[src/sfg_pkg.sv]
package sfg_pkg;

  // ----------------------------------------------------------------
  // word formats
  // ----------------------------------------------------------------
  localparam int RAW_W      = 14;          // converter sample width
  localparam int WORD_W     = 16;          // internal sample word width
  localparam int PAD_W      = WORD_W - RAW_W;  // zero bits under the sample
  localparam int GAIN_W     = 16;          // unsigned gain, unity at 1024
  localparam int GAIN_FRAC  = 10;          // gain is divided by 2**10
  localparam int SEL_W      = 8;           // channel selector width
  localparam int SEL_RAW_BIT = 7;          // selector bit that drops calibration
  localparam int TIME_W     = 48;          // sample time stamp width

  // ----------------------------------------------------------------
  // code limits and reset values
  // ----------------------------------------------------------------
  localparam logic signed [15:0] CODE_MAX   = 16'sh7fff;  // 32 767
  localparam logic signed [15:0] CODE_MIN   = -16'sh8000; // -32 768
  localparam logic [15:0]        GAIN_UNITY = 16'h0400;   // 1024
  localparam logic [15:0]        GAIN_MAX   = 16'hffff;
  localparam logic signed [15:0] OFFS_ZERO  = 16'sh0000;

  // ----------------------------------------------------------------
  // analog scale: half the span maps to 2**15 codes
  // ----------------------------------------------------------------
  localparam int FS_SPAN_MV    = 1000;     // 1 Vpp, centred on zero
  localparam int HALF_SCALE    = 32768;    // 2**15

  // ----------------------------------------------------------------
  // clocks
  // ----------------------------------------------------------------
  localparam int DATA_CLK_KHZ  = 312500;   // data clock, 312.5 MHz
  localparam int TRIG_CLK_KHZ  = 20000000; // trigger clock, 20 GHz
  localparam int TRIG_TICKS_PER_CLK = TRIG_CLK_KHZ / DATA_CLK_KHZ;

  // ----------------------------------------------------------------
  // carriers
  // ----------------------------------------------------------------
  typedef enum logic [0:0] {
    SFG_MODE_DUAL   = 1'b0,   // two channels at 5 GSPS
    SFG_MODE_SINGLE = 1'b1    // one channel at 10 GSPS
  } sfg_mode_t;

  typedef struct packed {
    logic             valid;
    logic [RAW_W-1:0] data;
  } sfg_raw_t;

  typedef struct packed {
    logic              valid;
    logic              ovf;
    logic [WORD_W-1:0] data;
  } sfg_word_t;

  typedef struct packed {
    logic [SEL_W-1:0]  sel;
    logic [GAIN_W-1:0] user_gain;
    logic [WORD_W-1:0] user_offset;
    logic [GAIN_W-1:0] cal_gain;
    logic [WORD_W-1:0] cal_offset;
  } sfg_setting_t;

  typedef struct packed {
    logic [GAIN_W-1:0] gain;
    logic [WORD_W-1:0] offset;
    logic              sat;
  } sfg_coef_t;

endpackage

[src/sfg_gain_stage.sv]
`timescale 1ns/1ps
module sfg_gain_stage (
  // clock and reset
  input  wire logic              sys_clk_i,
  input  wire logic              rst_i,
  // formatted sample and coefficients
  input  wire sfg_pkg::sfg_word_t word_i,
  input  wire sfg_pkg::sfg_coef_t coef_i,
  // corrected sample
  output sfg_pkg::sfg_word_t      word_o
);
  import sfg_pkg::*;

  // ----------------------------------------------------------------
  // state
  // ----------------------------------------------------------------
  typedef struct packed {
    sfg_word_t out;               // registered corrected word
  } sfg_gst_t;

  sfg_gst_t            st_q;      // registered state
  sfg_gst_t            st_d;      // next state
  logic signed [32:0]  prod;      // sample times gain
  logic signed [22:0]  scaled;    // product divided by 1024
  logic signed [23:0]  diff;      // scaled minus offset

  // ----------------------------------------------------------------
  // arithmetic
  // ----------------------------------------------------------------
  // multiply, drop ten fraction bits, subtract offset, then clamp
  always_comb begin
    st_d   = st_q;
    prod   = $signed(word_i.data) * $signed({1'b0, coef_i.gain});
    // floor keeps the sub-14-bit fraction in the two low bits
    scaled = prod[32:GAIN_FRAC];
    diff   = {scaled[22], scaled} - {{8{coef_i.offset[15]}}, coef_i.offset};
    st_d.out.valid = word_i.valid;
    st_d.out.ovf   = word_i.valid & (word_i.ovf | coef_i.sat);
    if (diff > 24'(CODE_MAX)) begin
      // positive overflow clamps to full scale
      st_d.out.data = CODE_MAX;
      st_d.out.ovf  = word_i.valid;
    end else if (diff < 24'(signed'(CODE_MIN))) begin
      // negative overflow clamps to minus full scale
      st_d.out.data = CODE_MIN;
      st_d.out.ovf  = word_i.valid;
    end else begin
      st_d.out.data = diff[15:0];
    end
  end

  // ----------------------------------------------------------------
  // register
  // ----------------------------------------------------------------
  always_ff @(posedge sys_clk_i or posedge rst_i) begin
    if (rst_i) begin
      st_q <= '0;
    end else begin
      st_q <= st_d;
    end
  end

  assign word_o = st_q.out;

  // ----------------------------------------------------------------
  // checks
  // ----------------------------------------------------------------
  AST_SAT_FLAG: assert property (@(posedge sys_clk_i) disable iff (rst_i)
    (word_i.valid && (diff > 24'(CODE_MAX) || diff < 24'(signed'(CODE_MIN))))
      |=> (word_o.ovf && (word_o.data == CODE_MAX || word_o.data == CODE_MIN)))
    else $error("out of range result not clamped with flag");

  AST_UNITY_PASS: assert property (@(posedge sys_clk_i) disable iff (rst_i)
    (word_i.valid && coef_i.gain == GAIN_UNITY && coef_i.offset == OFFS_ZERO)
      |=> (word_o.data == $past(word_i.data)))
    else $error("unity gain without offset changed the sample");

endmodule

[src/sfg_top.sv]
`timescale 1ns/1ps
module sfg_top #(
  parameter int LANES = 2                  // converter lanes
) (
  // clock and reset
  input  wire logic                        sys_clk_i,
  input  wire logic                        rst_i,
  // firmware mode strap, held static while running
  input  wire logic                        mode_single_i,
  // gain and offset settings, loaded on the strobe
  input  wire logic                        set_valid_i,
  input  wire sfg_pkg::sfg_setting_t       set_i,
  // raw converter samples, one per lane per cycle
  input  wire sfg_pkg::sfg_raw_t [LANES-1:0] raw_i,
  // corrected samples
  output sfg_pkg::sfg_word_t [LANES-1:0]     word_o,
  // status
  output sfg_pkg::sfg_mode_t               mode_o,
  output logic [sfg_pkg::TIME_W-1:0]       time_o
);
  import sfg_pkg::*;

  // ----------------------------------------------------------------
  // elaboration checks
  // ----------------------------------------------------------------
  if (LANES < 1 || LANES > 8) begin : g_bad_lanes
    $error("LANES must lie between 1 and 8");
  end

  // a full-scale code stands for half the analog span, so the top code
  // weight of the word must equal the half-scale count
  if (HALF_SCALE != 2 ** (WORD_W - 1)) begin : g_bad_scale
    $error("half scale must equal the top code weight of the word");
  end

  // ----------------------------------------------------------------
  // state
  // ----------------------------------------------------------------
  typedef struct packed {
    logic                     armed;   // mode strap already caught
    sfg_mode_t                mode;    // firmware mode, fixed after catch
    sfg_setting_t             active;  // setting in force
    sfg_coef_t                coef;    // combined gain and offset
    sfg_word_t [LANES-1:0]    fmt;     // formatted samples
    logic [TIME_W-1:0]        tstamp;  // data clock time in trigger ticks
  } sfg_st_t;

  sfg_st_t                 st_q;       // registered state
  sfg_st_t                 st_d;       // next state
  sfg_word_t [LANES-1:0]   corr;       // corrected words from the lanes

  // ----------------------------------------------------------------
  // helpers
  // ----------------------------------------------------------------
  // lane is in use in the current mode; single mode feeds lane 0 only
  function automatic logic lane_on(input sfg_mode_t m, input int idx);
    return (m == SFG_MODE_DUAL) || (idx == 0);
  endfunction

  // calibrated times user gain over 1024, clamped to the gain range
  function automatic logic [GAIN_W:0] mul_gain(input logic [GAIN_W-1:0] a,
                                               input logic [GAIN_W-1:0] b);
    logic [31:0] p;
    logic [21:0] s;
    p = a * b;
    s = p[31:GAIN_FRAC];
    if (s > 22'(GAIN_MAX)) begin
      return {1'b1, GAIN_MAX};
    end
    return {1'b0, s[15:0]};
  endfunction

  // sum of two offsets, clamped to the signed word range
  function automatic logic [WORD_W:0] add_offs(input logic [WORD_W-1:0] a,
                                               input logic [WORD_W-1:0] b);
    logic signed [16:0] s;
    s = $signed({a[15], a}) + $signed({b[15], b});
    if (s > 17'(CODE_MAX)) begin
      return {1'b1, CODE_MAX};
    end
    if (s < 17'(signed'(CODE_MIN))) begin
      return {1'b1, CODE_MIN};
    end
    return {1'b0, s[15:0]};
  endfunction

  // ----------------------------------------------------------------
  // next state
  // ----------------------------------------------------------------
  always_comb begin
    logic [GAIN_W:0] g;
    logic [WORD_W:0] o;
    g    = '0;
    o    = '0;
    st_d = st_q;

    // catch the firmware mode once, after reset has gone
    if (!st_q.armed) begin
      st_d.armed = 1'b1;
      st_d.mode  = sfg_mode_t'(mode_single_i);
    end

    // a new setting replaces the whole set in one edge, so no sample
    // ever sees a gain from one call and an offset from another
    if (set_valid_i) begin
      st_d.active = set_i;
    end

    // combine settings; the factory values undo the front-end error
    if (st_q.active.sel[SEL_RAW_BIT]) begin
      // calibration ignored, user values act on the raw sample
      st_d.coef.gain   = st_q.active.user_gain;
      st_d.coef.offset = st_q.active.user_offset;
      st_d.coef.sat    = 1'b0;
    end else begin
      g = mul_gain(st_q.active.cal_gain, st_q.active.user_gain);
      o = add_offs(st_q.active.cal_offset, st_q.active.user_offset);
      st_d.coef.gain   = g[15:0];
      st_d.coef.offset = o[15:0];
      // a clamped coefficient marks every sample it touches
      st_d.coef.sat    = g[16] | o[16];
    end

    // place each sample at the top of the word; half span is 2**15
    for (int i = 0; i < LANES; i++) begin
      st_d.fmt[i].valid = raw_i[i].valid & lane_on(st_q.mode, i);
      st_d.fmt[i].ovf   = 1'b0;
      st_d.fmt[i].data  = {raw_i[i].data, {PAD_W{1'b0}}};
    end

    // time of the data clock edge counted in trigger clock ticks
    st_d.tstamp = st_q.tstamp + TIME_W'(TRIG_TICKS_PER_CLK);
  end

  // ----------------------------------------------------------------
  // registers
  // ----------------------------------------------------------------
  // everything here runs on the data clock; sampling, trigger and host
  // clocks live outside and cross into this domain elsewhere
  always_ff @(posedge sys_clk_i or posedge rst_i) begin
    if (rst_i) begin
      st_q                  <= '0;
      // unity gain and no offset keep the default span centred on zero
      st_q.active.user_gain <= GAIN_UNITY;
      st_q.active.cal_gain  <= GAIN_UNITY;
      st_q.coef.gain        <= GAIN_UNITY;
    end else begin
      st_q <= st_d;
    end
  end

  // ----------------------------------------------------------------
  // lanes
  // ----------------------------------------------------------------
  // one correction stage per lane, each takes a word every cycle
  for (genvar l = 0; l < LANES; l++) begin : g_lane
    sfg_gain_stage u_gain (
      .sys_clk_i (sys_clk_i),
      .rst_i     (rst_i),
      .word_i    (st_q.fmt[l]),
      .coef_i    (st_q.coef),
      .word_o    (corr[l])
    );
  end

  // ----------------------------------------------------------------
  // outputs
  // ----------------------------------------------------------------
  // words are signed two's complement, clamped to full scale
  assign word_o = corr;
  assign mode_o = st_q.mode;
  // time stamp steps by 64 trigger ticks every cycle and carries no valid
  assign time_o = st_q.tstamp;

  // ----------------------------------------------------------------
  // checks
  // ----------------------------------------------------------------
  AST_LSB_ZERO: assert property (@(posedge sys_clk_i) disable iff (rst_i)
    st_q.fmt[0].valid |-> (st_q.fmt[0].data[PAD_W-1:0] == '0 &&
                           st_q.fmt[0].data[WORD_W-1:PAD_W] == $past(raw_i[0].data)))
    else $error("formatted sample not placed at the top of the word");

  AST_LATENCY: assert property (@(posedge sys_clk_i) disable iff (rst_i)
    (st_q.armed && raw_i[0].valid) |-> ##2 word_o[0].valid)
    else $error("lane 0 word did not appear two cycles later");

  AST_NO_SPURIOUS: assert property (@(posedge sys_clk_i) disable iff (rst_i)
    word_o[0].valid |-> $past(raw_i[0].valid, 2))
    else $error("lane 0 produced a word with no sample behind it");

  AST_RAW_MODE: assert property (@(posedge sys_clk_i) disable iff (rst_i)
    st_q.active.sel[SEL_RAW_BIT] |=>
      (st_q.coef.gain == $past(st_q.active.user_gain) &&
       st_q.coef.offset == $past(st_q.active.user_offset)))
    else $error("calibration not bypassed when selector bit set");

  AST_CAL_UNITY: assert property (@(posedge sys_clk_i) disable iff (rst_i)
    (!st_q.active.sel[SEL_RAW_BIT] && st_q.active.cal_gain == GAIN_UNITY)
      |=> (st_q.coef.gain == $past(st_q.active.user_gain)))
    else $error("unity calibration altered the user gain");

  AST_SET_TAKE: assert property (@(posedge sys_clk_i) disable iff (rst_i)
    set_valid_i |=> (st_q.active == $past(set_i)) ##1 (st_q.coef.gain != 16'h0000 ||
      $past(st_q.active.user_gain) == 16'h0000 || $past(st_q.active.cal_gain) < 16'h0040
      || $past(st_q.active.sel[SEL_RAW_BIT]) == 1'b0))
    else $error("setting not taken on the following edge");

  AST_MODE_FIXED: assert property (@(posedge sys_clk_i) disable iff (rst_i)
    $past(st_q.armed) |-> $stable(st_q.mode))
    else $error("mode changed without a reset");

  AST_SINGLE_IDLE: assert property (@(posedge sys_clk_i) disable iff (rst_i)
    (st_q.mode == SFG_MODE_SINGLE && st_q.armed) |-> ##1 !st_q.fmt[LANES-1].valid
      || LANES == 1)
    else $error("unused lane active in single channel mode");

  AST_TICKS: assert property (@(posedge sys_clk_i) disable iff (rst_i)
    $past(st_q.armed) |-> (time_o - $past(time_o) == TIME_W'(TRIG_TICKS_PER_CLK)))
    else $error("time stamp did not advance by 64 trigger ticks");

endmodule

[config.mk]
export PLATFORM = sky130hd
export DESIGN_NAME = sfg_top
export DESIGN_NICKNAME = d
export VERILOG_FILES = /design/src/sfg_pkg.sv /design/src/sfg_gain_stage.sv /design/src/sfg_top.sv
export SDC_FILE = /design/constraint.sdc
export NUM_CORES = 2
export LEC_CHECK = 0
export BUFFER_PORTS_ARGS = -buffer_cell sky130_fd_sc_hd__buf_2
export CAP_MARGIN = 0
export CELL_PAD_IN_SITES_DETAIL_PLACEMENT = 1
export CELL_PAD_IN_SITES_GLOBAL_PLACEMENT = 1
export CORE_AREA = 2 2 280 282
export CTS_CLUSTER_DIAMETER = 40
export DETAILED_ROUTE_END_ITERATION = 16
export DIE_AREA = 0 0 282 284
export PLACE_DENSITY_LB_ADDON = 0.25
export SLEW_MARGIN = 20
export SYNTH_ARGS = -nofsm -noshare
export SYNTH_HDL_FRONTEND = slang
export SYNTH_SLANG_ARGS = --single-unit
[constraint.sdc]
create_clock -name sys_clk_i -period 17.2 [get_ports sys_clk_i]
set_input_delay 1.72 -clock sys_clk_i [delete_from_list [all_inputs] [get_ports sys_clk_i]]
set_output_delay 1.72 -clock sys_clk_i [all_outputs]
set_load 0.03 [all_outputs]
# After elaboration in Yosys (flattened, before gate mapping)
# Cells that the tools add are included.
[totals]
register_bits = 221
in_bits = 106
[classes]
n_addsub = 4
n_mul = 3
magnitude_cmp = 7
n_mux = 22
bitwise = 5
[ops]
columns = ["operator", "count"]
rows = [
  ["17-bit two-way mux", 10],
  ["14-bit by 17-bit multiplier with 31-bit output", 2],
  ["48-bit by 7-bit adder with 48-bit output, second input constant", 1],
  ["24-bit by 16-bit > comparator with 1-bit output, second input constant", 2],
  ["24-bit by 16-bit less-than comparator with 1-bit output, second input constant", 2],
  ["23-bit by 16-bit subtractor with 24-bit output", 2],
  ["33-bit two-way mux", 1],
  ["16-bit by 16-bit multiplier with 32-bit output", 1],
  ["16-bit two-way mux", 2],
  ["22-bit by 16-bit > comparator with 1-bit output, second input constant", 1],
  ["16-bit by 16-bit adder with 17-bit output", 1],
  ["17-bit by 16-bit > comparator with 1-bit output, second input constant", 1],
  ["17-bit by 16-bit less-than comparator with 1-bit output, second input constant", 1],
  ["1-bit two-way mux", 9],
  ["1-bit bitwise AND", 3],
  ["1-bit inverter", 1],
  ["1-bit bitwise OR", 1],
]

# Longest topological paths before layout
[logic_depth]
depth_word = 11
mapped_depth = 38
mapped_depth_nobuf = 33

# Cells and area by module
# Synthesis repeated with hierarchy kept, for this count alone.
[unflattened]
cells_unflattened = 3960
area_unflattened_um2 = 36517.5
[modules_own_cells]
columns = ["module", "instances", "cells_per_inst", "area_each_um2", "seq_area_each_um2"]
rows = [
  ["sfg_top", 1, 1595, 15856.5, 4307.9],
  ["sfg_gain_stage (g_lane[0].u_gain)", 1, 1191, 10371.2, 450.4],
  ["sfg_gain_stage (g_lane[1].u_gain)", 1, 1174, 10289.9, 450.4],
]

# Least setup slack after synthesis
# No wires, ideal clock.
[synth_path]
kind = "reg2reg"
start = "register st_q[111] (netlist bit)"
end = "register g_lane[0].u_gain.st_q, in the netlist g_lane[0].u_gain.word_o[16]"
setup_time_ns = 0.126
arrival_ns = 8.231
t_required_ns = 17.074
path_slack_ns = 8.844
stages_incl_launch_ff = 33
n_path_buf = 3
period_less_slack_ns = 8.356
cell_sequence = "dfstp_2 -> clkbuf_1 -> clkbuf_1 -> nand2_1 -> fa_1 -> fa_1 -> inv_1 -> fa_1 -> fa_1 -> fa_1 -> inv_1 -> fa_1 -> inv_1 -> ha_1 -> a21oi_1 -> o211ai_1 -> a31oi_1 -> o41ai_2 -> a31oi_2 -> nor2b_1 -> o21ai_0 -> xor2_1 -> ha_1 -> clkbuf_1 -> nand2_1 -> o21ai_0 -> mux2i_1 -> o41ai_1 -> a2111oi_0 -> and3_1 -> nand4_1 -> or3b_1 -> o311a_1"
[synth_rtl]
columns = ["item", "line_no", "text"]
rows = [
  ["start, declared", "sfg_top.sv:48", "sfg_st_t st_q;"],
  ["start signal, assigned", "sfg_top.sv:148", "st_q <= st_d;"],
  ["end signal, assigned", "sfg_gain_stage.sv:59", "st_q <= st_d;"],
  ["end, declared", "sfg_gain_stage.sv:21", "sfg_gst_t st_q;"],
]

==> results_dict.tcl <==
set metrics [dict create \
    status "complete, no violations" \
    syn_inst 3727 \
    layout_common_cells "inv_1, fa_1, nand2_1, ha_1, and2_1" \
    slowest_delay_ns 0.83 \
    fin_tns_setup_ns 0 \
    cp.required_ns 17.63 \
    initialDrtViolationCount 979 \
    layout.nets 4794 \
    io_buffers 177 \
    cts_num_sinks 208 \
    initial_core_util 0.448 \
    synth_cell_type_count 89 \
    grt_overflow_total 0 \
    final_cell_count_no_fill 4856 \
    dp.cells 4776 \
    io_pins 191 \
    via_per_inst 5.24 \
    ys_ff_latch 208 \
    rrSetupSlack_ns 7.58 \
    ys_seq_area_frac 0.151 \
    ctsLongestPathBuffers 3 \
    drt-pass1-iter-count 5 \
    hold_viol 0 \
    syn_area_per_cell_um2 9.25 \
    layout-drive-gt1-share 0.101 \
    crit_path_max_fanout 17 \
    holdBufCountCts 0 \
    slew_headroom 0.368 \
    fp.dieH_um 284 \
    cpMaxStageDelayCell "a21boi_1" \
    post_cts_resized 0 \
    start_kind "flop" \
    end_kind "flop" \
    insertion_delay_ns 0.61 \
    min_period_ns 9.62 \
    cts_setup_buffers 0 \
    die-width_um 282 \
    rsz0062_at_grt "no" \
    rows 102 \
    ys.flop_type "dfrtp_1" \
    crit_type "flop to flop" \
    hpwlAfterDp_um 72100 \
    gp_congestion 0.870 \
    syn2layout_area_growth_pct 8.70 \
    min_path_type "flop to flop" \
    drc_errors 0 \
    clock-skew-final_ns 0.0406 \
    fmax_mhz 104 \
    final_common_cell "inv_1" \
    synth-edff-count 0 \
    yosys_warnings 0 \
    core-area_um2 77000 \
    clk_root_buffer_cell "clkbuf_16" \
    antenna_found_initial 3 \
    cap_violations 0 \
    wire_per_inst_um 18.7 \
    async_reset_ff_frac 1.00 \
    period_share 0.560 \
    cts_tree "built" \
    cts_buffers 42 \
    ant_nets 0 \
    routed_wl_um 90900 \
    grt_pass1_vias 28500 \
    grt_max_degree 91 \
    cpMostUsedCell "fa_1" \
    clkTransAtPathRegs_ns 0.06 \
    arrival_ns 10.05 \
    synth_area_um2 34500 \
    gr-usage-all-layers 0.235 \
    setup-violations-final 0 \
    htree_levels 2 \
    drv_slew 0 \
    grt_pass1_wl_um 149000 \
    vias 25500 \
    worst_slew_pin_slew_ns 0.948 \
    die_area_um2 80100 \
]
[metal layers]
metal | wire [µm] | global-route usage | vias to the layer above
met4 | 3230 | 0.0799 | 0
met1 | 38000 | 0.288 | 13200
li1 | - | - | 11800
met2 | 47100 | 0.426 | 320
met3 | 2480 | 0.0229 | 143
met5 | 0 | 0 | -
[through the flow]
stage	hold slack (ns)	worst slack, ns	utilization	instance area [µm²]
4_1_cts	0.385	7.44	0.487	37500
3_5_place_dp	0.371	7.49	0.467	36000
6_report	0.383	7.58	0.487	37500
5_1_grt	0.389	6.88	0.487	37500
2_1_floorplan	0.354	8.84	-	34500
3_3_place_gp	0.359	7.66	0.467	36000
[cell usage after synthesis (all sizes together), types with 11 or more instances]
cell type	instances	area share
nand2	443	0.048
nor2	106	0.012
a31oi	20	0.0038
xor2	46	0.012
nor2b	36	0.0065
inv	666	0.072
ha	382	0.14
nor3	30	0.0046
nand4	21	0.0038
o21ai	84	0.012
a211oi	31	0.0075
xnor2	104	0.026
o211ai	12	0.0028
fa	526	0.31
clkbuf	144	0.016
dfrtp	205	0.15
and3	15	0.0027
nand3	34	0.0049
buf	58	0.012
o21a	26	0.0057
a21oi	101	0.015
mux2	66	0.022
or3	12	0.0022
a2bb2oi	14	0.0036
nand2b	24	0.0044
a21o	56	0.012
and4	11	0.0028
o21bai	11	0.0024
and2	333	0.060
[state kept, by name, indices dropped and copies added (netlist names)]
| signal | flops |
|---|---|
| st_q | 129 |
| time_o | 42 |
| g_lane.u_gain.word_o | 36 |
| mode_o | 1 |
[worst max-delay path, delay by kind of cell, from the launching register on]
family	cells	cell delay (ns)
compound gates	11	3.37
fa+ha+maj	8	3.76
flops	1	0.81
simple gates	6	1.10
buf+inv	3	0.16
xor+xnor	1	0.25
[cell type report]
class	instances	area (µm²)
Antenna cell	2	5.00
Clock buffer	50	1140
Clock inverter	28	392
Fill cell	8839	39500
Inverter	666	2510
Multi-Input combinational cell	2656	25800
Sequential cell	208	5210
Tap cell	1040	1300
Timing Repair Buffer	206	1100
[final timing paths]
check	end	cells past startpoint	startpoint
max in group asynchronous	g_lane[1].u_gain.word_o[6]	4	rst_i
min in group asynchronous	time_o[17]	2	rst_i
hold / removal	g_lane[1].u_gain.word_o[17]	0	st_q[83]
hold reg to reg	g_lane[1].u_gain.word_o[17]	0	st_q[83]
setup / recovery	g_lane[1].u_gain.word_o[0]	29	st_q[73]
setup reg to reg	g_lane[1].u_gain.word_o[0]	29	st_q[73]
[cell families (layout without fill, tap and decap cells)]
kind of cell	count (synthesis)	count (layout)	share of synthesized area
flip-flops	208	208	0.151
adder cells (fa/ha/maj)	908	908	0.444
AND/OR/NAND/NOR	1099	1099	0.160
XOR/XNOR	150	150	0.0381
multiplexers	68	68	0.0221
buffers and inverters	868	950	0.101
other	2	9	0.000218
AO/OA/AOI/OAI	424	424	0.0838
Power is left out: the tool's default activity adds up to more than one toggle a clock period on the data nets, which glitch-free logic cannot reach.
